$ cat src/verilog/mssup_pkg.sv
package mssup_pkg;
  // ==========================================================
  // clock and timing
  // ==========================================================
  localparam int unsigned CLK_HZ = 20000000;
  localparam int unsigned AVG_WINDOW_MS = 300;
  localparam int unsigned OVC_QUAL_MS = 1500;
  localparam int unsigned PWM_OFF_WAIT_MS = 300;
  localparam int unsigned CHECK_MS = 1000;
  localparam int unsigned RETRY_OFF_MS = 1000;
  localparam int unsigned CYC_PER_MS = CLK_HZ / 1000;
  localparam int unsigned AVG_WINDOW_CYC = AVG_WINDOW_MS * CYC_PER_MS;
  // windows of the averager needed to cover each interval
  localparam int unsigned OVC_QUAL_WIN = OVC_QUAL_MS / AVG_WINDOW_MS;
  localparam int unsigned PWM_OFF_WAIT_WIN = PWM_OFF_WAIT_MS / AVG_WINDOW_MS;
  localparam int unsigned CHECK_WIN = (CHECK_MS + AVG_WINDOW_MS - 1) / AVG_WINDOW_MS;
  localparam int unsigned RETRY_OFF_WIN = (RETRY_OFF_MS + AVG_WINDOW_MS - 1) / AVG_WINDOW_MS;
  // ==========================================================
  // current scaling
  // ==========================================================
  localparam int unsigned ADC_W = 12;
  localparam int unsigned MA_W = 16;
  // sense codes are 1 mV per lsb; switch side 1 V/A gives 1 mA per lsb
  localparam int unsigned SW_MV_PER_A = 1000;
  localparam int unsigned DRV_MV_PER_A = 1100;
  localparam logic [MA_W-1:0] STALL_LIMIT_MA = 16'h02BC; // 700 mA
  localparam logic [MA_W-1:0] MATCH_TOL_MA = 16'h0064;
  localparam int unsigned DUTY_W = 8;
  localparam int unsigned WIN_CNT_W = 32;
  localparam int unsigned SEQ_CNT_W = 4;
  // ==========================================================
  // states
  // ==========================================================
  typedef enum logic [2:0] {
    MSSUP_ST_POWER_UP = 3'b000,
    MSSUP_ST_CHECK    = 3'b001,
    MSSUP_ST_RUN      = 3'b010,
    MSSUP_ST_PWM_OFF  = 3'b011,
    MSSUP_ST_RETRY    = 3'b100,
    MSSUP_ST_HALT     = 3'b101
  } mssup_state_e;
endpackage : mssup_pkg

$ cat src/verilog/mssup_avg.sv
`timescale 1ns/1ps
// window averager: sums samples over a fixed window, outputs sum/count
module mssup_avg
  import mssup_pkg::*;
(
  // clock and reset
  input wire logic mclk_i,
  input wire logic arst_n_i,
  // sample in
  input wire logic [ADC_W-1:0] sample_i,
  // window length in clock cycles
  input wire logic [WIN_CNT_W-1:0] win_cyc_i,
  // average out
  output logic [ADC_W-1:0] avg_o,
  output logic done_o
);
  // ==========================================================
  // state
  // ==========================================================
  typedef struct packed {
    logic [WIN_CNT_W-1:0] cnt;
    logic [47:0] acc;
    logic [ADC_W-1:0] avg;
    logic done;
  } mssup_avg_s;
  mssup_avg_s st_r;
  mssup_avg_s st_nxt;
  logic [47:0] quot;
  // divide at window end only; the window length is a constant so the
  // divider collapses to a constant divide in synthesis
  assign quot = st_r.acc / {16'h0000, win_cyc_i};
  always_comb
  begin
    st_nxt = st_r;
    st_nxt.done = 1'b0;
    if (st_r.cnt == win_cyc_i - 32'h00000001)
    begin
      st_nxt.cnt = '0;
      st_nxt.acc = {36'h000000000, sample_i};
      st_nxt.avg = quot[ADC_W-1:0];
      st_nxt.done = 1'b1;
    end
    else
    begin
      st_nxt.cnt = st_r.cnt + 32'h00000001;
      st_nxt.acc = st_r.acc + {36'h000000000, sample_i};
    end
  end
  always_ff @(posedge mclk_i or negedge arst_n_i)
  begin
    if (!arst_n_i)
      st_r <= '0;
    else
      st_r <= st_nxt;
  end
  assign avg_o = st_r.avg;
  assign done_o = st_r.done;
endmodule : mssup_avg

$ cat src/verilog/mssup_top.sv
`timescale 1ns/1ps
module mssup_top
  import mssup_pkg::*;
#(
  parameter logic [WIN_CNT_W-1:0] AVG_CYC = AVG_WINDOW_CYC,
  parameter logic [MA_W-1:0] TOL_MA = MATCH_TOL_MA
)
(
  // clock and reset
  input wire logic mclk_i,
  input wire logic arst_n_i,
  // host side
  input wire logic start_i,
  input wire logic [DUTY_W-1:0] pwm_duty_i,
  input wire logic duty_scale_en_i,
  // current senses, 1 mV per lsb
  input wire logic [ADC_W-1:0] switch_current_sense_i,
  input wire logic [ADC_W-1:0] driver_current_sense_i,
  // drive outputs
  output logic driver_supply_enable_o,
  output logic pwm_enable_o,
  output logic user_alarm_o,
  output logic [2:0] state_o
);
  // ==========================================================
  // input synchronisers (three stages, second and third agree)
  // ==========================================================
  typedef struct packed {
    logic [2:0] start_sy;
    logic start_q;
    logic [2:0][ADC_W-1:0] sw_sy;
    logic [2:0][ADC_W-1:0] drv_sy;
    logic [ADC_W-1:0] sw_q;
    logic [ADC_W-1:0] drv_q;
    mssup_state_e state;
    logic [SEQ_CNT_W-1:0] win_cnt;
    logic [MA_W+3:0] sw_sum;
    logic [MA_W+3:0] drv_sum;
    logic supply_en;
    logic pwm_en;
    logic alarm;
  } mssup_top_s;
  mssup_top_s st_r;
  mssup_top_s st_nxt;
  logic [ADC_W-1:0] sw_avg;
  logic [ADC_W-1:0] drv_avg;
  logic sw_done;
  logic drv_done;
  logic [MA_W-1:0] sw_ma;
  logic [MA_W-1:0] drv_ma;
  logic [MA_W-1:0] drv_cmp_ma;
  logic [31:0] drv_prod;
  logic [31:0] duty_prod;
  logic over_lim;
  logic [MA_W+3:0] diff;
  // ==========================================================
  // averagers
  // ==========================================================
  mssup_avg u_avg_sw (
    .mclk_i(mclk_i),
    .arst_n_i(arst_n_i),
    .sample_i(st_r.sw_q),
    .win_cyc_i(AVG_CYC),
    .avg_o(sw_avg),
    .done_o(sw_done)
  );
  mssup_avg u_avg_drv (
    .mclk_i(mclk_i),
    .arst_n_i(arst_n_i),
    .sample_i(st_r.drv_q),
    .win_cyc_i(AVG_CYC),
    .avg_o(drv_avg),
    .done_o(drv_done)
  );
  // ==========================================================
  // scaling to mA
  // ==========================================================
  assign sw_ma = MA_W'({4'h0, sw_avg} * SW_MV_PER_A / SW_MV_PER_A);
  assign drv_prod = {20'h00000, drv_avg} * 32'h000003E8 / DRV_MV_PER_A;
  assign drv_ma = drv_prod[MA_W-1:0];
  // duty scaling only feeds the check comparison, never the overcurrent decision
  assign duty_prod = {16'h0000, drv_ma} * {24'h000000, pwm_duty_i} / 32'h000000FF;
  assign drv_cmp_ma = duty_scale_en_i ? duty_prod[MA_W-1:0] : drv_ma;
  // overcurrent is judged on raw driver current, not duty level
  assign over_lim = drv_ma > STALL_LIMIT_MA;
  assign diff = (st_r.sw_sum > st_r.drv_sum) ? st_r.sw_sum - st_r.drv_sum
                                             : st_r.drv_sum - st_r.sw_sum;
  // ==========================================================
  // supervisor sequence
  // ==========================================================
  always_comb
  begin
    st_nxt = st_r;
    st_nxt.start_sy = {st_r.start_sy[1:0], start_i};
    st_nxt.sw_sy = {st_r.sw_sy[1:0], switch_current_sense_i};
    st_nxt.drv_sy = {st_r.drv_sy[1:0], driver_current_sense_i};
    if (st_r.start_sy[2] == st_r.start_sy[1])
      st_nxt.start_q = st_r.start_sy[2];
    if (st_r.sw_sy[2] == st_r.sw_sy[1])
      st_nxt.sw_q = st_r.sw_sy[2];
    if (st_r.drv_sy[2] == st_r.drv_sy[1])
      st_nxt.drv_q = st_r.drv_sy[2];
    unique case (st_r.state)
      MSSUP_ST_POWER_UP:
      begin
        if (st_r.start_q)
        begin
          st_nxt.supply_en = 1'b1;
          st_nxt.win_cnt = '0;
          st_nxt.sw_sum = '0;
          st_nxt.drv_sum = '0;
          st_nxt.state = MSSUP_ST_CHECK;
        end
      end
      MSSUP_ST_CHECK:
      begin
        // sample PWM during the check; a partial first window hits both paths alike
        st_nxt.pwm_en = 1'b1;
        if (sw_done)
        begin
          st_nxt.sw_sum = st_r.sw_sum + {4'h0, sw_ma};
          st_nxt.drv_sum = st_r.drv_sum + {4'h0, drv_cmp_ma};
          st_nxt.win_cnt = st_r.win_cnt + 4'h1;
          if (st_r.win_cnt == SEQ_CNT_W'(CHECK_WIN))
          begin
            if (diff <= {4'h0, TOL_MA} * (MA_W + 4)'(CHECK_WIN))
            begin
              st_nxt.win_cnt = '0;
              st_nxt.state = MSSUP_ST_RUN;
            end
            else
            begin
              st_nxt.supply_en = 1'b0;
              st_nxt.pwm_en = 1'b0;
              st_nxt.alarm = 1'b1;
              st_nxt.state = MSSUP_ST_HALT;
            end
          end
        end
      end
      MSSUP_ST_RUN:
      begin
        st_nxt.pwm_en = 1'b1;
        if (drv_done)
        begin
          if (!over_lim)
            st_nxt.win_cnt = '0;
          else if (st_r.win_cnt == SEQ_CNT_W'(OVC_QUAL_WIN - 1))
          begin
            st_nxt.pwm_en = 1'b0;
            st_nxt.win_cnt = '0;
            st_nxt.state = MSSUP_ST_PWM_OFF;
          end
          else
            st_nxt.win_cnt = st_r.win_cnt + 4'h1;
        end
      end
      MSSUP_ST_PWM_OFF:
      begin
        st_nxt.pwm_en = 1'b0;
        if (drv_done)
        begin
          if (!over_lim)
          begin
            st_nxt.win_cnt = '0;
            st_nxt.state = MSSUP_ST_RETRY;
          end
          else if (st_r.win_cnt == SEQ_CNT_W'(PWM_OFF_WAIT_WIN - 1))
          begin
            st_nxt.supply_en = 1'b0;
            st_nxt.alarm = 1'b1;
            st_nxt.state = MSSUP_ST_HALT;
          end
          else
            st_nxt.win_cnt = st_r.win_cnt + 4'h1;
        end
      end
      MSSUP_ST_RETRY:
      begin
        if (drv_done)
        begin
          st_nxt.win_cnt = st_r.win_cnt + 4'h1;
          if (st_r.win_cnt == SEQ_CNT_W'(RETRY_OFF_WIN - 1))
          begin
            st_nxt.win_cnt = '0;
            st_nxt.state = MSSUP_ST_RUN;
          end
        end
      end
      MSSUP_ST_HALT:
      begin
        // permanent: only a reset leaves this state
        st_nxt.supply_en = 1'b0;
        st_nxt.pwm_en = 1'b0;
        st_nxt.alarm = 1'b1;
      end
      default:
        st_nxt.state = MSSUP_ST_HALT;
    endcase
  end
  // ==========================================================
  // registers
  // ==========================================================
  always_ff @(posedge mclk_i or negedge arst_n_i)
  begin
    if (!arst_n_i)
      st_r <= '0;
    else
      st_r <= st_nxt;
  end
  assign driver_supply_enable_o = st_r.supply_en;
  assign pwm_enable_o = st_r.pwm_en;
  assign user_alarm_o = st_r.alarm;
  assign state_o = st_r.state;
endmodule : mssup_top

$ cat config.mk
export PLATFORM = sky130hd
export DESIGN_NAME = mssup_top
export DESIGN_NICKNAME = d
export VERILOG_FILES = /design/src/verilog/mssup_pkg.sv /design/src/verilog/mssup_avg.sv /design/src/verilog/mssup_top.sv
export SDC_FILE = /design/constraint.sdc
export NUM_CORES = 2
export LEC_CHECK = 0
export BUFFER_PORTS_ARGS = -buffer_cell sky130_fd_sc_hd__buf_2
export CAP_MARGIN = 10
export CORE_MARGIN = 1.5
export CORE_UTILIZATION = 50
export DETAILED_ROUTE_END_ITERATION = 6
export PLACE_DENSITY = 0.75
export SETUP_SLACK_MARGIN = 0.2
export SYNTH_ARGS = -nofsm -noshare
export SYNTH_HDL_FRONTEND = slang
export SYNTH_SLANG_ARGS = --single-unit
$ cat constraint.sdc
create_clock -name mclk_i -period 96.6 [get_ports mclk_i]
set_input_delay 9.66 -clock mclk_i [delete_from_list [all_inputs] [get_ports mclk_i]]
set_output_delay 9.66 -clock mclk_i [all_outputs]
set_load 0.02 [all_outputs]
==> flow_summary_export.csv <==
group,metric,value,unit
outcome,status,"finished with violations",
outcome,violations,"DRC",
setup_path,r2r_start,"u_avg_drv.avg_o[1]",
finish,layout-drive-gt1-share,0.0694,
finish,layout_common_cells,"nand2_1, nor2_1, xnor2_1",
clock_network,cts_hold_buf,0,
clock_network,ctsRootBufferMaster,"clkbuf_16",
logic_synthesis,synth_nets,10500,
place,place.gp.congestion,0.953,
logic_synthesis,netlist.area_leader.share,0.116,
logic_synthesis,ys_warn_count,0,
sta,setup_viol,0,
sta,skew,47.2,ps
sta,slew_headroom,0.118,
finish,final_common_cell,"nand2_1",
grt,grt_pass1_vias,69200,
route,routedWlPerCell,17.9,µm
power_and_ir_drop,vdd_drop_max,12.5,µV
route,via_per_inst,6.50,
setup_path,cp.required,97080,ps
die,start_util,0.504,
logic_synthesis,ys_seq_area_frac,0.116,
setup_path,startpoint,"u_avg_drv.avg_o[1]",
logic_synthesis,syn_inst,10100,
worst_hold_path,min_from,"st_nxt[123]",
route,antenna_left,0,
die,die_w,384,µm
setup_path,cp_slowest_stage_delay,870,ps
power_and_ir_drop,p_leak,0.0292,µW
sta,min_period,53250,ps
logic_synthesis,ys_ff_latch,336,
clock_network,ctsHtreeMaxLevel,2,
route,drt_drc_violations_left,15,
route,via_count,75800,
sta,tightest_slew,1290,ps
setup_path,slowest_stage,"o21ai_2",
setup_path,startpoint_type,"flop",
logic_synthesis,synth_flop_cell,"dfrtp_1",
clock_network,cts_setup_buffers,0,
clock_network,cts.path.max_buffers,3,
grt,grt_pass1_wl,346000,µm
place,portBuffers,41,
sta,slew_viol_final,0,
worst_hold_path,hp-class,"reg -> reg",
sta,rsz0062_at_grt,"false",
grt,overflow,0,
sta,fin_crit_sh,0.551,
logic_synthesis,synth-async-reset-ratio,1.00,
die,core_area,144000,µm²
clock_network,cts_buffers,45,
clock_network,cts.clk_slew.worst_paths,60,ps
clock_network,ctsResizeCount,0,
logic_synthesis,yosys-top-cells-area,"dfrtp_1, xnor2_1, nand2_1, nor2_1, a21oi_1",
die,die_y,384,µm
die,design.die.area,147000,µm²
place,placed_area,73600,µm²
logic_synthesis,synth_edf_count,0,
logic_synthesis,yosysUniqueCellTypes,166,
setup_path,crit_path_frequent_cell,"a21oi_1",
setup_path,critPathMaxFanout,31,
clock_network,cts_sinks,336,
finish,fin_nets,10100,
die,std_cell_rows,139,
power_and_ir_drop,power_density,6.09,nW/µm²
clock_network,insertion_delay,660,ps
setup_path,setup.worst_path.class,"reg -> reg",
sta,hold_viol_final,0,
route,dr.first_iter.drc_count,7376,
route,route.final.wire_length,209000,µm
logic_synthesis,syn-mean-instance-area,7.21,µm²
setup_path,cp-end-kind,"flop",
die,io_pins,42,
grt,antenna_found_initial,3,
grt,grt_max_degree,164,
sta,finalSetupTns,0,ps
finish,final_cell_area,75100,µm²
route,firstDrtPassIters,7,
place,dp_hpwl,160000,µm
job,drv_cap,0,
finish,nFillCells,13800,
setup_path,arrival,53730,ps
logic_synthesis,synth.largest_area_cell,"dfrtp_1",
logic_synthesis,mappedNetlistArea,72400,µm²
grt,track_usage,0.270,
clock_network,cts_tree,"done",
sta,fmax,18.8,MHz
finish,syn2layout_area_growth,3.61,%
## power breakdown
part / leakage (µW) / internal (µW) / switching, µW / total (µW)
Clock: 0.000719 / 96.0 / 75.2 / 171
Sequential: 0.00445 / 151 / 18.0 / 169
Combinational: 0.0240 / 49.9 / 67.2 / 117
Total: 0.0292 / 297 / 160 / 457
## routing by layer
layer / up-vias / part of all wire / GRT usage
met3: 310 / 0.057 / 0.0211
met2: 2679 / 0.46 / 0.445
met5: - / 0.000086 / 0
li1: 36600 / - / -
met1: 36200 / 0.46 / 0.378
met4: 2 / 0.023 / 0.0698
## logic make-up (layout without fill, tap and decap cells)
| kind of cell | Yosys count | count (layout) | synth area share |
|---|---|---|---|
| and+or+nand+nor | 3944 | 3944 | 0.277 |
| adders and majority gates | 419 | 419 | 0.0853 |
| other | 1 | 3 | 0.0000518 |
| buffers and inverters | 945 | 656 | 0.0524 |
| xor gates and xnor gates | 1030 | 1030 | 0.126 |
| DFF | 336 | 336 | 0.116 |
| muxes | 248 | 248 | 0.0364 |
| AOI/OAI and AO/OA | 3129 | 3129 | 0.307 |
## flip-flops by register name, indices dropped and copies added, names as in the netlist
register	cells
st_nxt	50
u_avg_drv.done_o	1
u_avg_sw.avg_o	12
u_avg_drv.avg_o	12
u_avg_sw.done_o	1
pwm_enable_o	1
state_o	3
user_alarm_o	1
u_avg_sw.st_r	80
st_r	94
driver_supply_enable_o	1
u_avg_drv.st_r	80
## synthesized netlist by cell type (all sizes together) (107+ instances only)
master	count
ha	233
o21ai	667
nor3	358
clkbuf	335
nand4	139
a31oi	145
nor4	107
a21oi	670
buf	140
a211oi	121
xor2	304
xnor2	724
fa	140
nor2	943
nand3	390
o31ai	109
o211ai	119
nand2b	119
a21o	137
dfrtp	336
inv	454
nand2	952
and2	187
mux2i	154
or3	114
and3	154
## critical path: cells and delay by family, from the launching register on
family / cells / cell delay, ps
adders and majority gates: 21 / 7810
xor gates and xnor gates: 20 / 5520
muxes: 3 / 1300
buffers and inverters: 12 / 1660
DFF: 1 / 610
and+or+nand+nor: 69 / 13860
AOI/OAI and AO/OA: 103 / 22320
## per-stage QoR
| stage | total power [µW] | hold slack (ps) | setup WS, ps | util | instances |
|---|---|---|---|---|---|
| 2_1_floorplan | 256 | 331 | 52100 | - | 10100 |
| 3_3_place_gp | 282 | 333 | 45650 | 0.512 | 11600 |
| 3_5_place_dp | 286 | 335 | 43990 | 0.512 | 11600 |
| 4_1_cts | 461 | 340 | 43690 | 0.522 | 11700 |
| 5_1_grt | 482 | 348 | 37900 | 0.522 | 11700 |
| 6_report | 457 | 337 | 43350 | 0.523 | 11700 |
## layout make-up
| type | instances | area [µm²] | area share |
|---|---|---|---|
| clock buffer | 53 | 1200 | 0.0160 |
| tap | 1903 | 2380 | 0.0317 |
| antenna | 2 | 5.00 | 0.0000667 |
| timing repair buffer | 104 | 713 | 0.00950 |
| inverter | 470 | 1760 | 0.0235 |
| sequential | 336 | 8410 | 0.112 |
| clock inverter | 29 | 282 | 0.00375 |
| multi-input combinational | 8771 | 60300 | 0.803 |
## path summary, 6_finish.rpt
check / endpoint / depth (start not counted) / slack (ps)
setup reg to reg: st_r[21] / 228 / 43350
setup / recovery: st_r[21] / 228 / 43350
hold reg to reg: st_nxt[135] / 0 / 340
hold / removal: st_nxt[135] / 0 / 340
min in group asynchronous: u_avg_sw.st_r[39] / 1 / 9060
max in group asynchronous: pwm_enable_o / 3 / 85270
(Power assumes the default switching activity.)
